### src/design/bod_pkg.sv
// Constants, opcodes and types shared by the instruction decoder
package bod_pkg;

  // Instruction word layout
  localparam int unsigned W_WORD = 16;
  localparam int unsigned W_ADDR = 12;
  localparam int unsigned W_TGT  = 20;

  // Top-nibble classes
  localparam logic [3:0] NIB_MOVE_FF = 4'hc;
  localparam logic [3:0] NIB_PREFIX = 4'hf;
  localparam logic [3:0] NIB_MISC   = 4'h6;
  localparam logic [3:0] NIB_BIT_LO = 4'h7;
  localparam logic [3:0] NIB_BIT_HI = 4'hb;

  // Control and literal prefixes
  localparam logic [4:0]  PFX_BRANCH = 5'h1a;
  localparam logic [4:0]  PFX_BCOND  = 5'h1c;
  localparam logic [6:0]  PFX_CALL   = 7'h76;
  localparam logic [7:0]  PFX_ABSOLUTE_JUMP   = 8'hef;
  localparam logic [4:0]  PFX_LIT    = 5'h01;
  localparam logic [6:0]  PFX_MUL    = 7'h01;
  localparam logic [14:0] PFX_RETURN = 15'h0009;
  localparam logic [15:0] WORD_NOP   = 16'h0000;

  // Byte-oriented six-bit opcodes
  localparam logic [5:0] OPC_ADD    = 6'h09;
  localparam logic [5:0] OPC_ADDC   = 6'h08;
  localparam logic [5:0] OPC_SUB    = 6'h17;
  localparam logic [5:0] OPC_SUBB   = 6'h16;
  localparam logic [5:0] OPC_RSUBB  = 6'h15;
  localparam logic [5:0] OPC_AND    = 6'h05;
  localparam logic [5:0] OPC_IOR    = 6'h04;
  localparam logic [5:0] OPC_XOR    = 6'h06;
  localparam logic [5:0] OPC_COM    = 6'h07;
  localparam logic [5:0] OPC_MOVE_F = 6'h14;
  localparam logic [5:0] OPC_INC    = 6'h0a;
  localparam logic [5:0] OPC_DEC    = 6'h01;
  localparam logic [5:0] OPC_DECSZ  = 6'h0b;
  localparam logic [5:0] OPC_DECSNZ = 6'h13;
  localparam logic [5:0] OPC_INCSZ  = 6'h0f;
  localparam logic [5:0] OPC_INCSNZ = 6'h12;
  localparam logic [5:0] OPC_RLC    = 6'h0d;
  localparam logic [5:0] OPC_RRC    = 6'h0c;
  localparam logic [5:0] OPC_RLN    = 6'h11;
  localparam logic [5:0] OPC_RRN    = 6'h10;
  localparam logic [5:0] OPC_SWAP   = 6'h0e;

  // Byte-oriented seven-bit opcodes
  localparam logic [6:0] OPC_CPEQ  = 7'h31;
  localparam logic [6:0] OPC_CPGT  = 7'h32;
  localparam logic [6:0] OPC_CPLT  = 7'h30;
  localparam logic [6:0] OPC_TSTZ  = 7'h33;
  localparam logic [6:0] OPC_CLR   = 7'h35;
  localparam logic [6:0] OPC_SET   = 7'h34;
  localparam logic [6:0] OPC_MOVE_W = 7'h37;
  localparam logic [6:0] OPC_NEG   = 7'h36;

  // Status flag mask {carry, digit carry, zero, overflow, negative}
  localparam logic [4:0] FM_NONE = 5'h00;
  localparam logic [4:0] FM_ALL  = 5'h1f;
  localparam logic [4:0] FM_ZN   = 5'h05;
  localparam logic [4:0] FM_CZN  = 5'h15;
  localparam logic [4:0] FM_Z    = 5'h04;

  // Cycle counts
  localparam logic [1:0] CYC_ONE = 2'h1;
  localparam logic [1:0] CYC_TWO = 2'h2;

  // Address map of the data space
  localparam logic [7:0]  ACCESS_SPLIT  = 8'h60;
  localparam logic [3:0]  ACCESS_LO_BNK = 4'h0;
  localparam logic [3:0]  ACCESS_HI_BNK = 4'hf;
  localparam logic [11:0] PORT_FIRST    = 12'hf80;
  localparam logic [11:0] PORT_LAST     = 12'hf8f;
  localparam logic [11:0] TIMER0_ADDR   = 12'hfd6;

  // Register map (byte addresses) and fields
  localparam logic [7:0]  REG_CTRL    = 8'h00;
  localparam logic [7:0]  REG_STATUS  = 8'h04;
  localparam logic [7:0]  REG_COUNT   = 8'h08;
  localparam int unsigned CTRL_BNK_LO = 0;
  localparam int unsigned CTRL_PSA    = 8;
  localparam int unsigned CTRL_EN     = 9;
  localparam logic [31:0] CTRL_RESET  = 32'h0000_0200;

  typedef enum logic [5:0] {
    OP_NOP    = 6'h00, OP_ADD    = 6'h01, OP_ADDC   = 6'h02, OP_SUB    = 6'h03,
    OP_SUBB   = 6'h04, OP_RSUBB  = 6'h05, OP_AND    = 6'h06, OP_IOR    = 6'h07,
    OP_XOR    = 6'h08, OP_COM    = 6'h09, OP_MOVE_F = 6'h0a, OP_INC    = 6'h0b,
    OP_DEC    = 6'h0c, OP_DECSZ  = 6'h0d, OP_DECSNZ = 6'h0e, OP_INCSZ  = 6'h0f,
    OP_INCSNZ = 6'h10, OP_CPEQ   = 6'h11, OP_CPGT   = 6'h12, OP_CPLT   = 6'h13,
    OP_TSTZ   = 6'h14, OP_CLR    = 6'h15, OP_SET    = 6'h16, OP_MOVE_W = 6'h17,
    OP_NEG    = 6'h18, OP_MUL    = 6'h19, OP_RLC    = 6'h1a, OP_RRC    = 6'h1b,
    OP_RLN    = 6'h1c, OP_RRN    = 6'h1d, OP_SWAP   = 6'h1e, OP_MOVE_FF = 6'h1f,
    OP_BIT    = 6'h20, OP_LIT    = 6'h21, OP_BRANCH = 6'h22, OP_BCOND  = 6'h23,
    OP_ABSOLUTE_JUMP   = 6'h24, OP_CALL   = 6'h25, OP_RETURN = 6'h26, OP_OTHER  = 6'h3f
  } bod_op_t;

  typedef enum logic [1:0] {
    ST_FETCH   = 2'b00,
    ST_OPERAND = 2'b01,
    ST_FLUSH   = 2'b10
  } bod_state_t;

endpackage : bod_pkg

### src/design/bod_decoder.sv
// Instruction decoder for the byte-oriented core, with APB control registers
//
// The implementer's own choices: the placing of the registers and register access over APB.
`timescale 1ns/1ps
module bod_decoder
  import bod_pkg::*;
(
  // Clock, reset, enable
  input  wire logic              mclk_in,
  input  wire logic              rst_in,
  input  wire logic              ce_in,
  // Program memory side
  input  wire logic [15:0]       instr_in,
  input  wire logic              instr_valid_in,
  input  wire logic              taken_in,
  // Decoded instruction
  output logic                   valid_out,
  output bod_op_t                op_out,
  output logic [15:0]            word_out,
  output logic                   dest_file_out,
  output logic [11:0]            file_addr_out,
  output logic [11:0]            dst_addr_out,
  output logic [2:0]             bit_pos_out,
  output logic [7:0]             literal_out,
  output logic [19:0]            target_out,
  output logic [10:0]            offset_out,
  output logic [4:0]             flag_mask_out,
  output logic [1:0]             cycles_out,
  output logic                   skip_test_out,
  output logic                   shadow_save_out,
  output logic                   shadow_restore_out,
  output logic                   pin_read_out,
  output logic                   prescaler_clear_out,
  // APB slave
  input  wire logic [7:0]        paddr_in,
  input  wire logic              psel_in,
  input  wire logic              penable_in,
  input  wire logic              pwrite_in,
  input  wire logic [31:0]       pwdata_in,
  output logic [31:0]            prdata_out,
  output logic                   pready_out,
  output logic                   pslverr_out
);

  function automatic bod_op_t decode_op(input logic [15:0] w);
    bod_op_t o;
    o = OP_OTHER;
    if (w[15:12] == NIB_MOVE_FF) begin
      o = OP_MOVE_FF;
    end else if (w[15:12] == NIB_PREFIX) begin
      o = OP_NOP;
    end else if (w[15:12] == NIB_MISC) begin
      case (w[15:9])
        OPC_CPEQ:  o = OP_CPEQ;
        OPC_CPGT:  o = OP_CPGT;
        OPC_CPLT:  o = OP_CPLT;
        OPC_TSTZ:  o = OP_TSTZ;
        OPC_CLR:   o = OP_CLR;
        OPC_SET:   o = OP_SET;
        OPC_MOVE_W: o = OP_MOVE_W;
        OPC_NEG:   o = OP_NEG;
        default:   o = OP_OTHER;
      endcase
    end else if (w[15:12] >= NIB_BIT_LO && w[15:12] <= NIB_BIT_HI) begin
      o = OP_BIT;
    end else if (w[15:11] == PFX_BRANCH) begin
      o = OP_BRANCH;
    end else if (w[15:11] == PFX_BCOND) begin
      o = OP_BCOND;
    end else if (w[15:9] == PFX_CALL) begin
      o = OP_CALL;
    end else if (w[15:8] == PFX_ABSOLUTE_JUMP) begin
      o = OP_ABSOLUTE_JUMP;
    end else if (w[15:11] == PFX_LIT) begin
      o = OP_LIT;
    end else if (w[15:9] == PFX_MUL) begin
      o = OP_MUL;
    end else if (w == WORD_NOP) begin
      o = OP_NOP;
    end else if (w[15:1] == PFX_RETURN) begin
      o = OP_RETURN;
    end else begin
      case (w[15:10])
        OPC_ADD:    o = OP_ADD;
        OPC_ADDC:   o = OP_ADDC;
        OPC_SUB:    o = OP_SUB;
        OPC_SUBB:   o = OP_SUBB;
        OPC_RSUBB:  o = OP_RSUBB;
        OPC_AND:    o = OP_AND;
        OPC_IOR:    o = OP_IOR;
        OPC_XOR:    o = OP_XOR;
        OPC_COM:    o = OP_COM;
        OPC_MOVE_F: o = OP_MOVE_F;
        OPC_INC:    o = OP_INC;
        OPC_DEC:    o = OP_DEC;
        OPC_DECSZ:  o = OP_DECSZ;
        OPC_DECSNZ: o = OP_DECSNZ;
        OPC_INCSZ:  o = OP_INCSZ;
        OPC_INCSNZ: o = OP_INCSNZ;
        OPC_RLC:    o = OP_RLC;
        OPC_RRC:    o = OP_RRC;
        OPC_RLN:    o = OP_RLN;
        OPC_RRN:    o = OP_RRN;
        OPC_SWAP:   o = OP_SWAP;
        default:    o = OP_OTHER;
      endcase
    end
    return o;
  endfunction : decode_op

  // Ops carrying a destination bit
  function automatic logic has_dest(input bod_op_t o);
    return (o >= OP_ADD && o <= OP_INCSNZ) || (o >= OP_RLC && o <= OP_SWAP);
  endfunction : has_dest

  // Single-word ops carrying bank-access bit and file address
  function automatic logic is_file_op(input bod_op_t o);
    return (o >= OP_ADD && o <= OP_SWAP) || o == OP_BIT;
  endfunction : is_file_op

  function automatic logic is_skip(input bod_op_t o);
    return (o >= OP_DECSZ && o <= OP_TSTZ);
  endfunction : is_skip

  function automatic logic [4:0] flags_of(input bod_op_t o);
    logic [4:0] m;
    m = FM_NONE;
    case (o)
      OP_ADD, OP_ADDC, OP_SUB, OP_SUBB, OP_RSUBB: m = FM_ALL;
      OP_INC, OP_DEC, OP_NEG:                     m = FM_ALL;
      OP_AND, OP_IOR, OP_XOR, OP_COM, OP_MOVE_F:  m = FM_ZN;
      OP_RLN, OP_RRN:                             m = FM_ZN;
      OP_RLC, OP_RRC:                             m = FM_CZN;
      OP_CLR:                                     m = FM_Z;
      default:                                    m = FM_NONE;
    endcase
    return m;
  endfunction : flags_of

  function automatic logic [11:0] eff_addr(input logic a, input logic [7:0] f,
                                           input logic [3:0] sel);
    logic [3:0] bank;
    bank = (f < ACCESS_SPLIT) ? ACCESS_LO_BNK : ACCESS_HI_BNK;
    if (a) begin
      bank = sel;
    end
    return {bank, f};
  endfunction : eff_addr

  // Control register and state
  logic [31:0]  ctrl_r;
  logic [15:0]  count_r;
  bod_state_t   state_r;
  bod_state_t   state_nxt;
  logic [15:0]  first_r;
  logic [3:0]   bank_sel;
  logic         dec_en;
  logic         psa;
  logic         take;
  logic         emit;
  bod_op_t      op_nxt;
  logic         dest_nxt;
  logic [11:0]  addr_nxt;
  logic         writes_file;

  assign bank_sel = ctrl_r[CTRL_BNK_LO +: 4];
  assign psa    = ctrl_r[CTRL_PSA];
  assign dec_en = ctrl_r[CTRL_EN];
  assign take   = ce_in && instr_valid_in;

  // Next decode from the current word and sequencing state
  always_comb begin
    state_nxt = state_r;
    emit      = 1'b0;
    op_nxt    = OP_NOP;
    dest_nxt  = 1'b0;
    addr_nxt  = '0;
    if (take) begin
      case (state_r)
        ST_FETCH: begin
          op_nxt = decode_op(instr_in);
          if (!dec_en || taken_in) begin
            op_nxt = OP_NOP;
            emit   = 1'b1;
          end else if (op_nxt == OP_MOVE_FF || op_nxt == OP_ABSOLUTE_JUMP || op_nxt == OP_CALL) begin
            state_nxt = ST_OPERAND;
          end else begin
            emit = 1'b1;
            if (op_nxt == OP_BRANCH) begin
              state_nxt = ST_FLUSH;
            end
          end
        end
        ST_OPERAND: begin
          op_nxt    = decode_op(first_r);
          emit      = 1'b1;
          state_nxt = (op_nxt == OP_MOVE_FF) ? ST_FETCH : ST_FLUSH;
        end
        ST_FLUSH: begin
          op_nxt    = OP_NOP;
          emit      = 1'b1;
          state_nxt = ST_FETCH;
        end
        default: begin
          state_nxt = ST_FETCH;
        end
      endcase
    end else if (ce_in && taken_in && state_r == ST_FETCH) begin
      state_nxt = ST_FLUSH;
    end
    if (is_file_op(op_nxt) && state_r == ST_FETCH) begin
      addr_nxt = eff_addr(instr_in[8], instr_in[7:0], bank_sel);
      dest_nxt = has_dest(op_nxt) ? instr_in[9] : (op_nxt >= OP_CLR && op_nxt <= OP_NEG);
    end else if (op_nxt == OP_MOVE_FF) begin
      addr_nxt = first_r[11:0];
      dest_nxt = 1'b1;
    end
  end

  assign writes_file = dest_nxt && (op_nxt != OP_BIT || instr_in[15:12] != NIB_BIT_LO + 4'h3);

  // Sequencing state and held first word
  always_ff @(posedge mclk_in) begin
    if (rst_in) begin
      state_r <= ST_FETCH;
      first_r <= '0;
    end else if (ce_in) begin
      state_r <= state_nxt;
      if (take && state_r == ST_FETCH) begin
        first_r <= instr_in;
      end
    end
  end

  // Decoded outputs
  always_ff @(posedge mclk_in) begin
    if (rst_in) begin
      valid_out           <= 1'b0;
      op_out              <= OP_NOP;
      word_out            <= '0;
      dest_file_out       <= 1'b0;
      file_addr_out       <= '0;
      dst_addr_out        <= '0;
      bit_pos_out         <= '0;
      literal_out         <= '0;
      target_out          <= '0;
      offset_out          <= '0;
      flag_mask_out       <= FM_NONE;
      cycles_out          <= CYC_ONE;
      skip_test_out       <= 1'b0;
      shadow_save_out     <= 1'b0;
      shadow_restore_out  <= 1'b0;
      pin_read_out        <= 1'b0;
      prescaler_clear_out <= 1'b0;
    end else if (ce_in) begin
      valid_out           <= emit;
      pin_read_out        <= 1'b0;
      prescaler_clear_out <= 1'b0;
      if (emit) begin
        op_out          <= op_nxt;
        word_out        <= instr_in;
        dest_file_out   <= dest_nxt;
        file_addr_out   <= addr_nxt;
        dst_addr_out    <= (op_nxt == OP_MOVE_FF) ? instr_in[11:0] : addr_nxt;
        bit_pos_out     <= instr_in[11:9];
        literal_out     <= instr_in[7:0];
        target_out      <= {instr_in[11:0], first_r[7:0]};
        offset_out      <= (op_nxt == OP_BRANCH) ? instr_in[10:0]
                           : {{3{instr_in[7]}}, instr_in[7:0]};
        flag_mask_out   <= flags_of(op_nxt);
        cycles_out      <= (op_nxt inside {OP_MOVE_FF, OP_ABSOLUTE_JUMP, OP_CALL, OP_BRANCH, OP_RETURN})
                           ? CYC_TWO : CYC_ONE;
        skip_test_out   <= is_skip(op_nxt);
        shadow_save_out <= (op_nxt == OP_CALL) && first_r[8];
        shadow_restore_out <= (op_nxt == OP_RETURN) && instr_in[0];
        pin_read_out    <= writes_file && addr_nxt >= PORT_FIRST && addr_nxt <= PORT_LAST
                           && !(op_nxt inside {OP_CLR, OP_SET, OP_MOVE_W, OP_MOVE_FF});
        prescaler_clear_out <= psa && writes_file && addr_nxt == TIMER0_ADDR;
        if (op_nxt == OP_MOVE_FF) begin
          prescaler_clear_out <= psa && instr_in[11:0] == TIMER0_ADDR;
        end
      end
    end
  end

  // Emitted instruction counter
  always_ff @(posedge mclk_in) begin
    if (rst_in) begin
      count_r <= '0;
    end else if (ce_in && emit) begin
      count_r <= count_r + 16'h0001;
    end
  end

  // APB slave, one wait state
  always_ff @(posedge mclk_in) begin
    if (rst_in) begin
      ctrl_r      <= CTRL_RESET;
      pready_out  <= 1'b0;
      prdata_out  <= '0;
      pslverr_out <= 1'b0;
    end else if (ce_in) begin
      pready_out  <= psel_in && penable_in && !pready_out;
      pslverr_out <= 1'b0;
      prdata_out  <= '0;
      if (psel_in && penable_in && !pready_out) begin
        case (paddr_in)
          REG_CTRL:   prdata_out <= ctrl_r;
          REG_STATUS: prdata_out <= {22'h0, state_r, 2'h0, op_out};
          REG_COUNT:  prdata_out <= {16'h0, count_r};
          default:    pslverr_out <= 1'b1;
        endcase
      end
      if (psel_in && penable_in && pready_out && pwrite_in && paddr_in == REG_CTRL) begin
        ctrl_r <= {22'h0, pwdata_in[CTRL_EN], pwdata_in[CTRL_PSA], 4'h0,
                   pwdata_in[CTRL_BNK_LO +: 4]};
      end
    end
  end

  // Checks
  property p_dest;
    @(posedge mclk_in) disable iff (rst_in)
      valid_out && (op_out inside {OP_ADD, OP_SUB, OP_MOVE_F}) |-> dest_file_out == word_out[9];
  endproperty
  a_dest: assert property (p_dest) else $error("destination bit not honoured");

  property p_access;
    @(posedge mclk_in) disable iff (rst_in)
      valid_out && (op_out inside {OP_ADD, OP_CLR, OP_BIT}) && !word_out[8]
      |-> file_addr_out[11:8] == (word_out[7:0] < ACCESS_SPLIT ? ACCESS_LO_BNK : ACCESS_HI_BNK);
  endproperty
  a_access: assert property (p_access) else $error("access bank not selected");

  property p_faddr;
    @(posedge mclk_in) disable iff (rst_in)
      valid_out && (op_out inside {OP_XOR, OP_CPEQ, OP_BIT}) |-> file_addr_out[7:0] == word_out[7:0];
  endproperty
  a_faddr: assert property (p_faddr) else $error("file address mismatch");

  property p_move_ff;
    @(posedge mclk_in) disable iff (rst_in)
      valid_out && op_out == OP_MOVE_FF
      |-> cycles_out == CYC_TWO && flag_mask_out == FM_NONE && dst_addr_out == word_out[11:0];
  endproperty
  a_move_ff: assert property (p_move_ff) else $error("file move decode wrong");

  property p_bitpos;
    @(posedge mclk_in) disable iff (rst_in)
      valid_out && op_out == OP_BIT |-> bit_pos_out == word_out[11:9];
  endproperty
  a_bitpos: assert property (p_bitpos) else $error("bit position wrong");

  property p_absolute_jump;
    @(posedge mclk_in) disable iff (rst_in)
      valid_out && op_out == OP_ABSOLUTE_JUMP
      |-> target_out[19:8] == word_out[11:0] && state_r == ST_FLUSH;
  endproperty
  a_absolute_jump: assert property (p_absolute_jump) else $error("jump target or flush wrong");

  property p_arith;
    @(posedge mclk_in) disable iff (rst_in)
      valid_out && (op_out inside {OP_ADD, OP_ADDC, OP_SUB, OP_SUBB, OP_RSUBB, OP_INC})
      |-> flag_mask_out == FM_ALL;
  endproperty
  a_arith: assert property (p_arith) else $error("arithmetic flag mask wrong");

  property p_skip;
    @(posedge mclk_in) disable iff (rst_in)
      valid_out && skip_test_out |-> flag_mask_out == FM_NONE && cycles_out == CYC_ONE;
  endproperty
  a_skip: assert property (p_skip) else $error("skip op touches flags");

  property p_branch;
    @(posedge mclk_in) disable iff (rst_in)
      ce_in && state_r == ST_FETCH && instr_valid_in && dec_en && !taken_in
      && instr_in[15:11] == PFX_BRANCH |=> state_r == ST_FLUSH && valid_out && cycles_out == CYC_TWO;
  endproperty
  a_branch: assert property (p_branch) else $error("branch not followed by flush");

  property p_stray;
    @(posedge mclk_in) disable iff (rst_in)
      ce_in && state_r == ST_FETCH && instr_valid_in && instr_in[15:12] == NIB_PREFIX
      |=> valid_out && op_out == OP_NOP;
  endproperty
  a_stray: assert property (p_stray) else $error("stray second word not a no-op");

  property p_timer0;
    @(posedge mclk_in) disable iff (rst_in)
      prescaler_clear_out |-> valid_out && $past(psa);
  endproperty
  a_timer0: assert property (p_timer0) else $error("prescaler clear without cause");

endmodule : bod_decoder

### config.mk
export PLATFORM = sky130hd
export DESIGN_NAME = bod_decoder
export DESIGN_NICKNAME = d
export VERILOG_FILES = /design/src/design/bod_pkg.sv /design/src/design/bod_decoder.sv
export SDC_FILE = /design/constraint.sdc
export NUM_CORES = 1
export LEC_CHECK = 0
export BUFFER_PORTS_ARGS = -buffer_cell sky130_fd_sc_hd__buf_4
export CAP_MARGIN = 0
export CORE_MARGIN = 2
export CORE_UTILIZATION = 40
export CTS_CLUSTER_SIZE = 20
export DETAILED_ROUTE_END_ITERATION = 12
export GPL_TIMING_DRIVEN = 1
export HOLD_SLACK_MARGIN = 0.08
export MAX_ROUTING_LAYER = met4
export PLACE_DENSITY = 0.69
export RECOVER_POWER = 25
export SETUP_SLACK_MARGIN = 0.1
export SLEW_MARGIN = 20
export SYNTH_ARGS = -nofsm -noshare
export SYNTH_HDL_FRONTEND = slang
export SYNTH_SLANG_ARGS = --single-unit
### constraint.sdc
create_clock -name mclk_in -period 3.4 [get_ports mclk_in]
set_input_delay 0.68 -clock mclk_in [delete_from_list [all_inputs] [get_ports mclk_in]]
set_output_delay 0.68 -clock mclk_in [all_outputs]
set_load 0.02 [all_outputs]
== Word level (Yosys, flattened, before mapping) ==
Memories as Yosys holds them, arrays and structs flattened. A register that Yosys moved wholly into a read port is not among the register bits.
Cells that the tools add are included.

* $mul: 0
* Div/mod/pow operators: 0
* Mux-type cells: 66
* $lt $le $gt $ge: 15
* $add $sub $neg: 1
* Shift operators: 0
* Reduce and logical (&&, ||, !) cells: 49
* Equal/unequal tests: 60
* Bitwise operators: 0

{| class="wikitable"
|+ Operators with widths
! cell !! count
|-
| $mux W6 || 32
|-
| $eq A7 B6 Y1 const B || 16
|-
| $pmux W6 S8 || 2
|-
| $eq A6 B6 Y1 const B || 8
|-
| $pmux W16 S3 || 1
|-
| $eq A6 B5 Y1 const B || 6
|-
| $mux W12 || 3
|-
| $logic_not A16 Y1 || 2
|-
| $eq A15 B4 Y1 const B || 2
|-
| $logic_and A1 B1 Y1 || 27
|-
| $eq A12 B12 Y1 const B || 2
|-
| $le A6 B5 Y1 const B || 4
|-
| $eq A5 B5 Y1 const B || 4
|-
| $add A16 B1 Y16 const B || 1
|-
| $eq A4 B4 Y1 const B || 4
|-
| $eq A8 B8 Y1 const B || 2
|-
| $mux W16 || 1
|-
| $mux W5 || 3
|-
| $eq A7 B1 Y1 const B || 2
|-
| $eq A7 B7 Y1 const B || 2
|-
| $mux W2 || 7
|-
| $ge A12 B12 Y1 const B || 1
|-
| $ge A6 B5 Y1 const B || 2
|-
| $le A12 B12 Y1 const B || 1
|-
| 31 further kinds || 56
|}

* Bits in read-only memories: 544
* Latch bits: 0
* RAM bits: 0
* Memories kept: 3
* Output and inout port bits: 136
* Logic and storage cells: 218
* Flip-flop bits (word level): 176
* Bits of input ports: 64

{| class="wikitable"
|+ Memories
! memory !! words !! bits a word !! read ports !! clocked after Yosys merged registers in !! write ports !! line !! source
|-
| (name not given) || 32 || 6 || 1 || 0 || 0 || bod_decoder.sv:83 || <nowiki>case (w[15:10])</nowiki>
|-
| (name not given) || 32 || 6 || 1 || 1 || 0 || bod_decoder.sv:83 ||
|-
| (name not given) || 32 || 5 || 1 || 0 || 0 || bod_decoder.sv:128 || <nowiki>case (o)</nowiki>
|}

== Logic depth before layout (Yosys ltp) ==
An unclocked memory read counts as a cell.

* Depth after elaboration: 29
* Mapped depth: 16

== Least setup slack after synthesis ==
Ideal clock, no wire load.

* Path type: input port to flip-flop
* Start: input port instr_in[10]
* End: register prescaler_clear_out
* Data required time: 3.284 ns
* Arrival: 3.575 ns
* Path slack: -0.292 ns
* Path buffers: 3
* Stages on the path: 15
* Library setup time: 0.116 ns
* Path through: clkbuf_1 inv_1 ha_1 nor4b_1 o2111ai_1 nand3b_1 o32ai_2 buf_2 nand2_1 nor3_2 o21ai_2 buf_2 nand2_1 o21ai_0 a41o_1

* Cells in the longest elaborated chain, start to end: 29
* Elaborated cells between the ends (all ways): 72

{| class="wikitable"
|+ RTL lines
! what !! line !! source
|-
| from (decl) || bod_decoder.sv:13 || <nowiki>input wire logic [15:0] instr_in,</nowiki>
|-
| branches (longest 28 deep; another with $mem_v2 Z32 W6) || - ||
|-
| $mux W1 * || bod_decoder.sv:259 || <nowiki>if (emit) begin</nowiki>
|-
| to (signal assigned) || bod_decoder.sv:258 || <nowiki>prescaler_clear_out <= 1'b0;</nowiki>
|-
| to (signal assigned) || bod_decoder.sv:278 || <nowiki>prescaler_clear_out <= psa && writes_file && addr_nxt == TIMER0_ADDR;</nowiki>
|-
| to (signal assigned) || bod_decoder.sv:280 || <nowiki>prescaler_clear_out <= psa && instr_in[11:0] == TIMER0_ADDR;</nowiki>
|-
| to (decl) || bod_decoder.sv:33 || <nowiki>output logic prescaler_clear_out,</nowiki>
|}

Mark *: on every way between the ends. The select of a mux whose other input is x is not followed.
A chain may end at the register's enable or synchronous reset.

== Worst setup path in the final report ==
* Start: input port instr_in[11]
* End: register prescaler_clear_out

Same word-level chain as after synthesis.

==> results.sh <==
export IMPL_leakage_nw=4.47
export IMPL_maxSlewHeadroom_pct=-18.6
export IMPL_synth_commonest_cells="nand2_1 (146), dfxtp_1 (134), nor2_1 (101)"
export IMPL_p_sw_mw=1.45
export IMPL_grt_pass1_vias=7896
export IMPL_wl_per_cell_um=17.1
export IMPL_path_cells="buf_4, inv_2, ha_1, buf_4, nor3_1, a21oi_1, o221a_2, o32ai_4, buf_4, inv_1, a31o_4, buf_4, a211oi_2, o2111ai_2, nor4_4, a41o_1"
export IMPL_dieArea_um2=21000
export IMPL_netlist_top_cells_area="dfxtp_1 (34%), nand2_1 (6.9%), a21oi_1 (5.7%), nor2_1 (4.8%), buf_4 (4.6%)"
export IMPL_met2WireLength_um=13100
export IMPL_critPathTopFamily="compound AO/OA/AOI/OAI gates"
export IMPL_area_delta_synth_final_pct=37.9
export IMPL_finalCritPeriodShare_pct=96.8
export IMPL_cts_made_buffers=17
export IMPL_finalWirelength_um=26500
export IMPL_ys_seq_elements=134
export IMPL_critPathLaunchType="primary input"
export IMPL_drive_gt1_share_pct=28.7
export IMPL_dieHeight_um=145
export IMPL_final_setup_skew_ps=12.1
export IMPL_p_seq_share_pct=36.8
export IMPL_hp_class="flop to flop"
export IMPL_htreeDepth=4
export IMPL_nets=1353
export IMPL_drtIter0Drc=551
export IMPL_grt_overflow_total=0
export IMPL_clkLatencyLatePin_ps=420
export IMPL_ys_async_sr_fraction_pct=0
export IMPL_hp_start="cycles_out[0]"
export IMPL_vias_per_cell=5.48
export IMPL_setup_tns_ps=0
export IMPL_synth_edf_count=0
export IMPL_ys_warn_count=0
export IMPL_crit_arrival_ps=3650
export IMPL_cts_sinks=134
export IMPL_status="finished with violations"
export IMPL_clk_path_buf_depth=2
export IMPL_coreArea_um2=19500
export IMPL_grt_usage_pct=25.1
export IMPL_antenna_found_initial=0
export IMPL_synth_top_area_share_pct=33.7
export IMPL_worst_pin_slew_ps=1780
export IMPL_required_ps=3760
export IMPL_cpMostUsedCell="buf_4"
export IMPL_worstPathMaxFanout=5
export IMPL_p_int_mw=3.14
export IMPL_top_layer="met4"
export IMPL_cp_slowest_stage_delay_ps=410
export IMPL_wirelength_met1_um=11200
export IMPL_hpwlAfterDp_um=20100
export IMPL_slew_viol_final=40
export IMPL_first_pass_iters=7
export IMPL_io_pins=200
export IMPL_die_x_um=145
export IMPL_setup_viol=0
export IMPL_min_path_cells=2
export IMPL_synth_cell_types=80
export IMPL_route_met3_wl_um=1660
export IMPL_p_comb_share_pct=23.6
export IMPL_synth_seq_area_share_pct=33.7
export IMPL_rsz0062_at_grt="true"
export IMPL_yosys_area_top_type="dfxtp_1"
export IMPL_grt_max_degree=52
export IMPL_place_inst=1510
export IMPL_grt_pass1_wl_um=41800
export IMPL_rows=51
export IMPL_crit_start="instr_in[11]"
export IMPL_switching_share_pct=31.6
export IMPL_worst_ir_drop_vdd_mv=0.342
export IMPL_hold_violations=0
export IMPL_nFillCells=1821
export IMPL_gp_congestion=0.984
export IMPL_antenna_left=0
export IMPL_cts_tree="yes"
export IMPL_syn_cell_area_um2=7960
export IMPL_cp_end_kind="flop"
export IMPL_min_to="cycles_out[0]"
export IMPL_violations="max-capacitance violations, max-slew violations"
export IMPL_pre_cts_slack_ps=-287
export IMPL_final_cells=1552
export IMPL_drc=0
export IMPL_vias=8499
export IMPL_max_cap_viol_count=1
export IMPL_timing_reg2reg_setup_slack_ps=160
export IMPL_synth_main_ff_cell="dfxtp_1"
export IMPL_timing_rr_end="prescaler_clear_out"
export IMPL_cpMaxStageDelayCell="o32ai_4"
export IMPL_p_total_mw=4.59
export IMPL_syn_inst=1041
export IMPL_cts_root_buffer="clkbuf_16"
export IMPL_reg2reg_from="first_r[7]"
export IMPL_cp_num_buf_inv=6
export IMPL_min_period_ps=3290
export IMPL_p_clk_share_pct=39.6
export IMPL_setup_ws_ps=108
export IMPL_num_antenna_cells=0
export IMPL_hold_buffers=0
export IMPL_r2r_cells=13
export IMPL_avgSynthCellArea_um2=7.64
export IMPL_path_clk_slew_ps=60
export IMPL_initial_core_util_pct=40.9
export IMPL_crit_type="primary input to flop"
export IMPL_synth_most_common_cell="nand2_1"
export IMPL_power_per_cell_area_nw_per_um2=418
export IMPL_max_freq_mhz=304
export IMPL_portBuffers=157
[tightest hold or removal path: stages (launching register included)]
cell and delay (ps):
dfxtp_1 310, nand2_1 50, nand2_1 40
[area by class of cell]
class / instances / area [um2] / area share [%]
multi-input cells: 767 / 4920 / 44.8
well taps: 265 / 332 / 3.02
repair buffers: 325 / 2340 / 21.4
clock inverters: 15 / 160 / 1.46
inverters: 29 / 109 / 0.992
flip-flops and latches: 134 / 2690 / 24.5
clock buffers: 17 / 425 / 3.88
[power by group through the flow]
stage	registers [mW]	clock network (mW)	logic [mW]
final	1.69	1.82	1.08
after global routing	1.70	1.92	1.16
after CTS	1.69	1.84	1.02
after detailed placement	1.72	0	1.01
after global placement	1.72	0	1.00
after floorplan	1.75	0	0.562
[metrics by stage]
| stage | utilization [%] | hold WS, ps | cell area, um2 |
|---|---|---|---|
| 6_report | 56.4 | 443 | 11000 |
| 5_1_grt | 56.4 | 472 | 11000 |
| 4_1_cts | 55.5 | 446 | 10800 |
| 3_5_place_dp | 52.4 | 437 | 10200 |
| 3_3_place_gp | 52.4 | 434 | 10200 |
| 2_1_floorplan | - | 450 | 8110 |
[flip-flops by register name, indices dropped and copies added (netlist names), 2 cells and up, named ones only]
signal	cells
flag_mask_out	4
target_out	8
state_r	2
count_r	16
word_out	16
offset_out	3
dst_addr_out	12
prdata_out	16
cycles_out	2
first_r	16
op_out	6
file_addr_out	12
ctrl_r	6
[worst max path at each step]
stage               cells after the start  slack (ps)                   to
global route                           12         -20  prescaler_clear_out
CTS                                    13         110  prescaler_clear_out
finish                                 16         110  prescaler_clear_out
global placement                       15        -250  prescaler_clear_out
detailed placement                     14        -290  prescaler_clear_out
floorplan                              14          70  prescaler_clear_out
[what timing repair did]
| item | CTS | global route |
|---|---|---|
| setup buffers | 0 | 9 |
| gates resized for setup | 4 | 55 |
| pin swaps | 0 | 27 |
| gates cloned | 0 | 1 |
| setup endpoints to repair | 7 | 56 |
[cell families after synthesis]
| kind of cell | count (synthesis) | synth area share [%] |
|---|---|---|
| AO/OA/AOI/OAI | 263 | 21.9 |
| XOR/XNOR | 21 | 2.31 |
| adder cells (fa/ha/maj) | 15 | 2.36 |
| buffers and inverters | 155 | 10.2 |
| flip-flops | 134 | 33.7 |
| multiplexers | 21 | 2.67 |
| other | 1 | 0.0471 |
| AND/OR/NAND/NOR | 431 | 26.8 |
[cells in the final DEF (no fill, tap or decap), drive strengths merged, types with 11 or more instances in the layout]
master | synthesis | layout
a211oi | 30 | 30
a21oi | 91 | 91
a22oi | 21 | 21
a31oi | 11 | 11
buf | 86 | 261
clkbuf | 40 | 81
conb | 1 | 16
dfxtp | 134 | 134
ha | 15 | 15
inv | 28 | 36
mux2i | 19 | 19
nand2 | 147 | 147
nand2b | 18 | 18
nand3 | 33 | 33
nand4 | 17 | 17
nor2 | 101 | 101
nor3 | 31 | 31
nor4 | 14 | 14
o21ai | 31 | 31
or3 | 12 | 12
xor2 | 14 | 14
[per-layer routing]
layer,up-vias,track usage (%)
met5,-,-
met4,0,8.27
met3,41,4.50
met2,297,41.2
met1,4048,31.3
li1,4113,-
No activity file was read; power rests on OpenSTA's default activity.
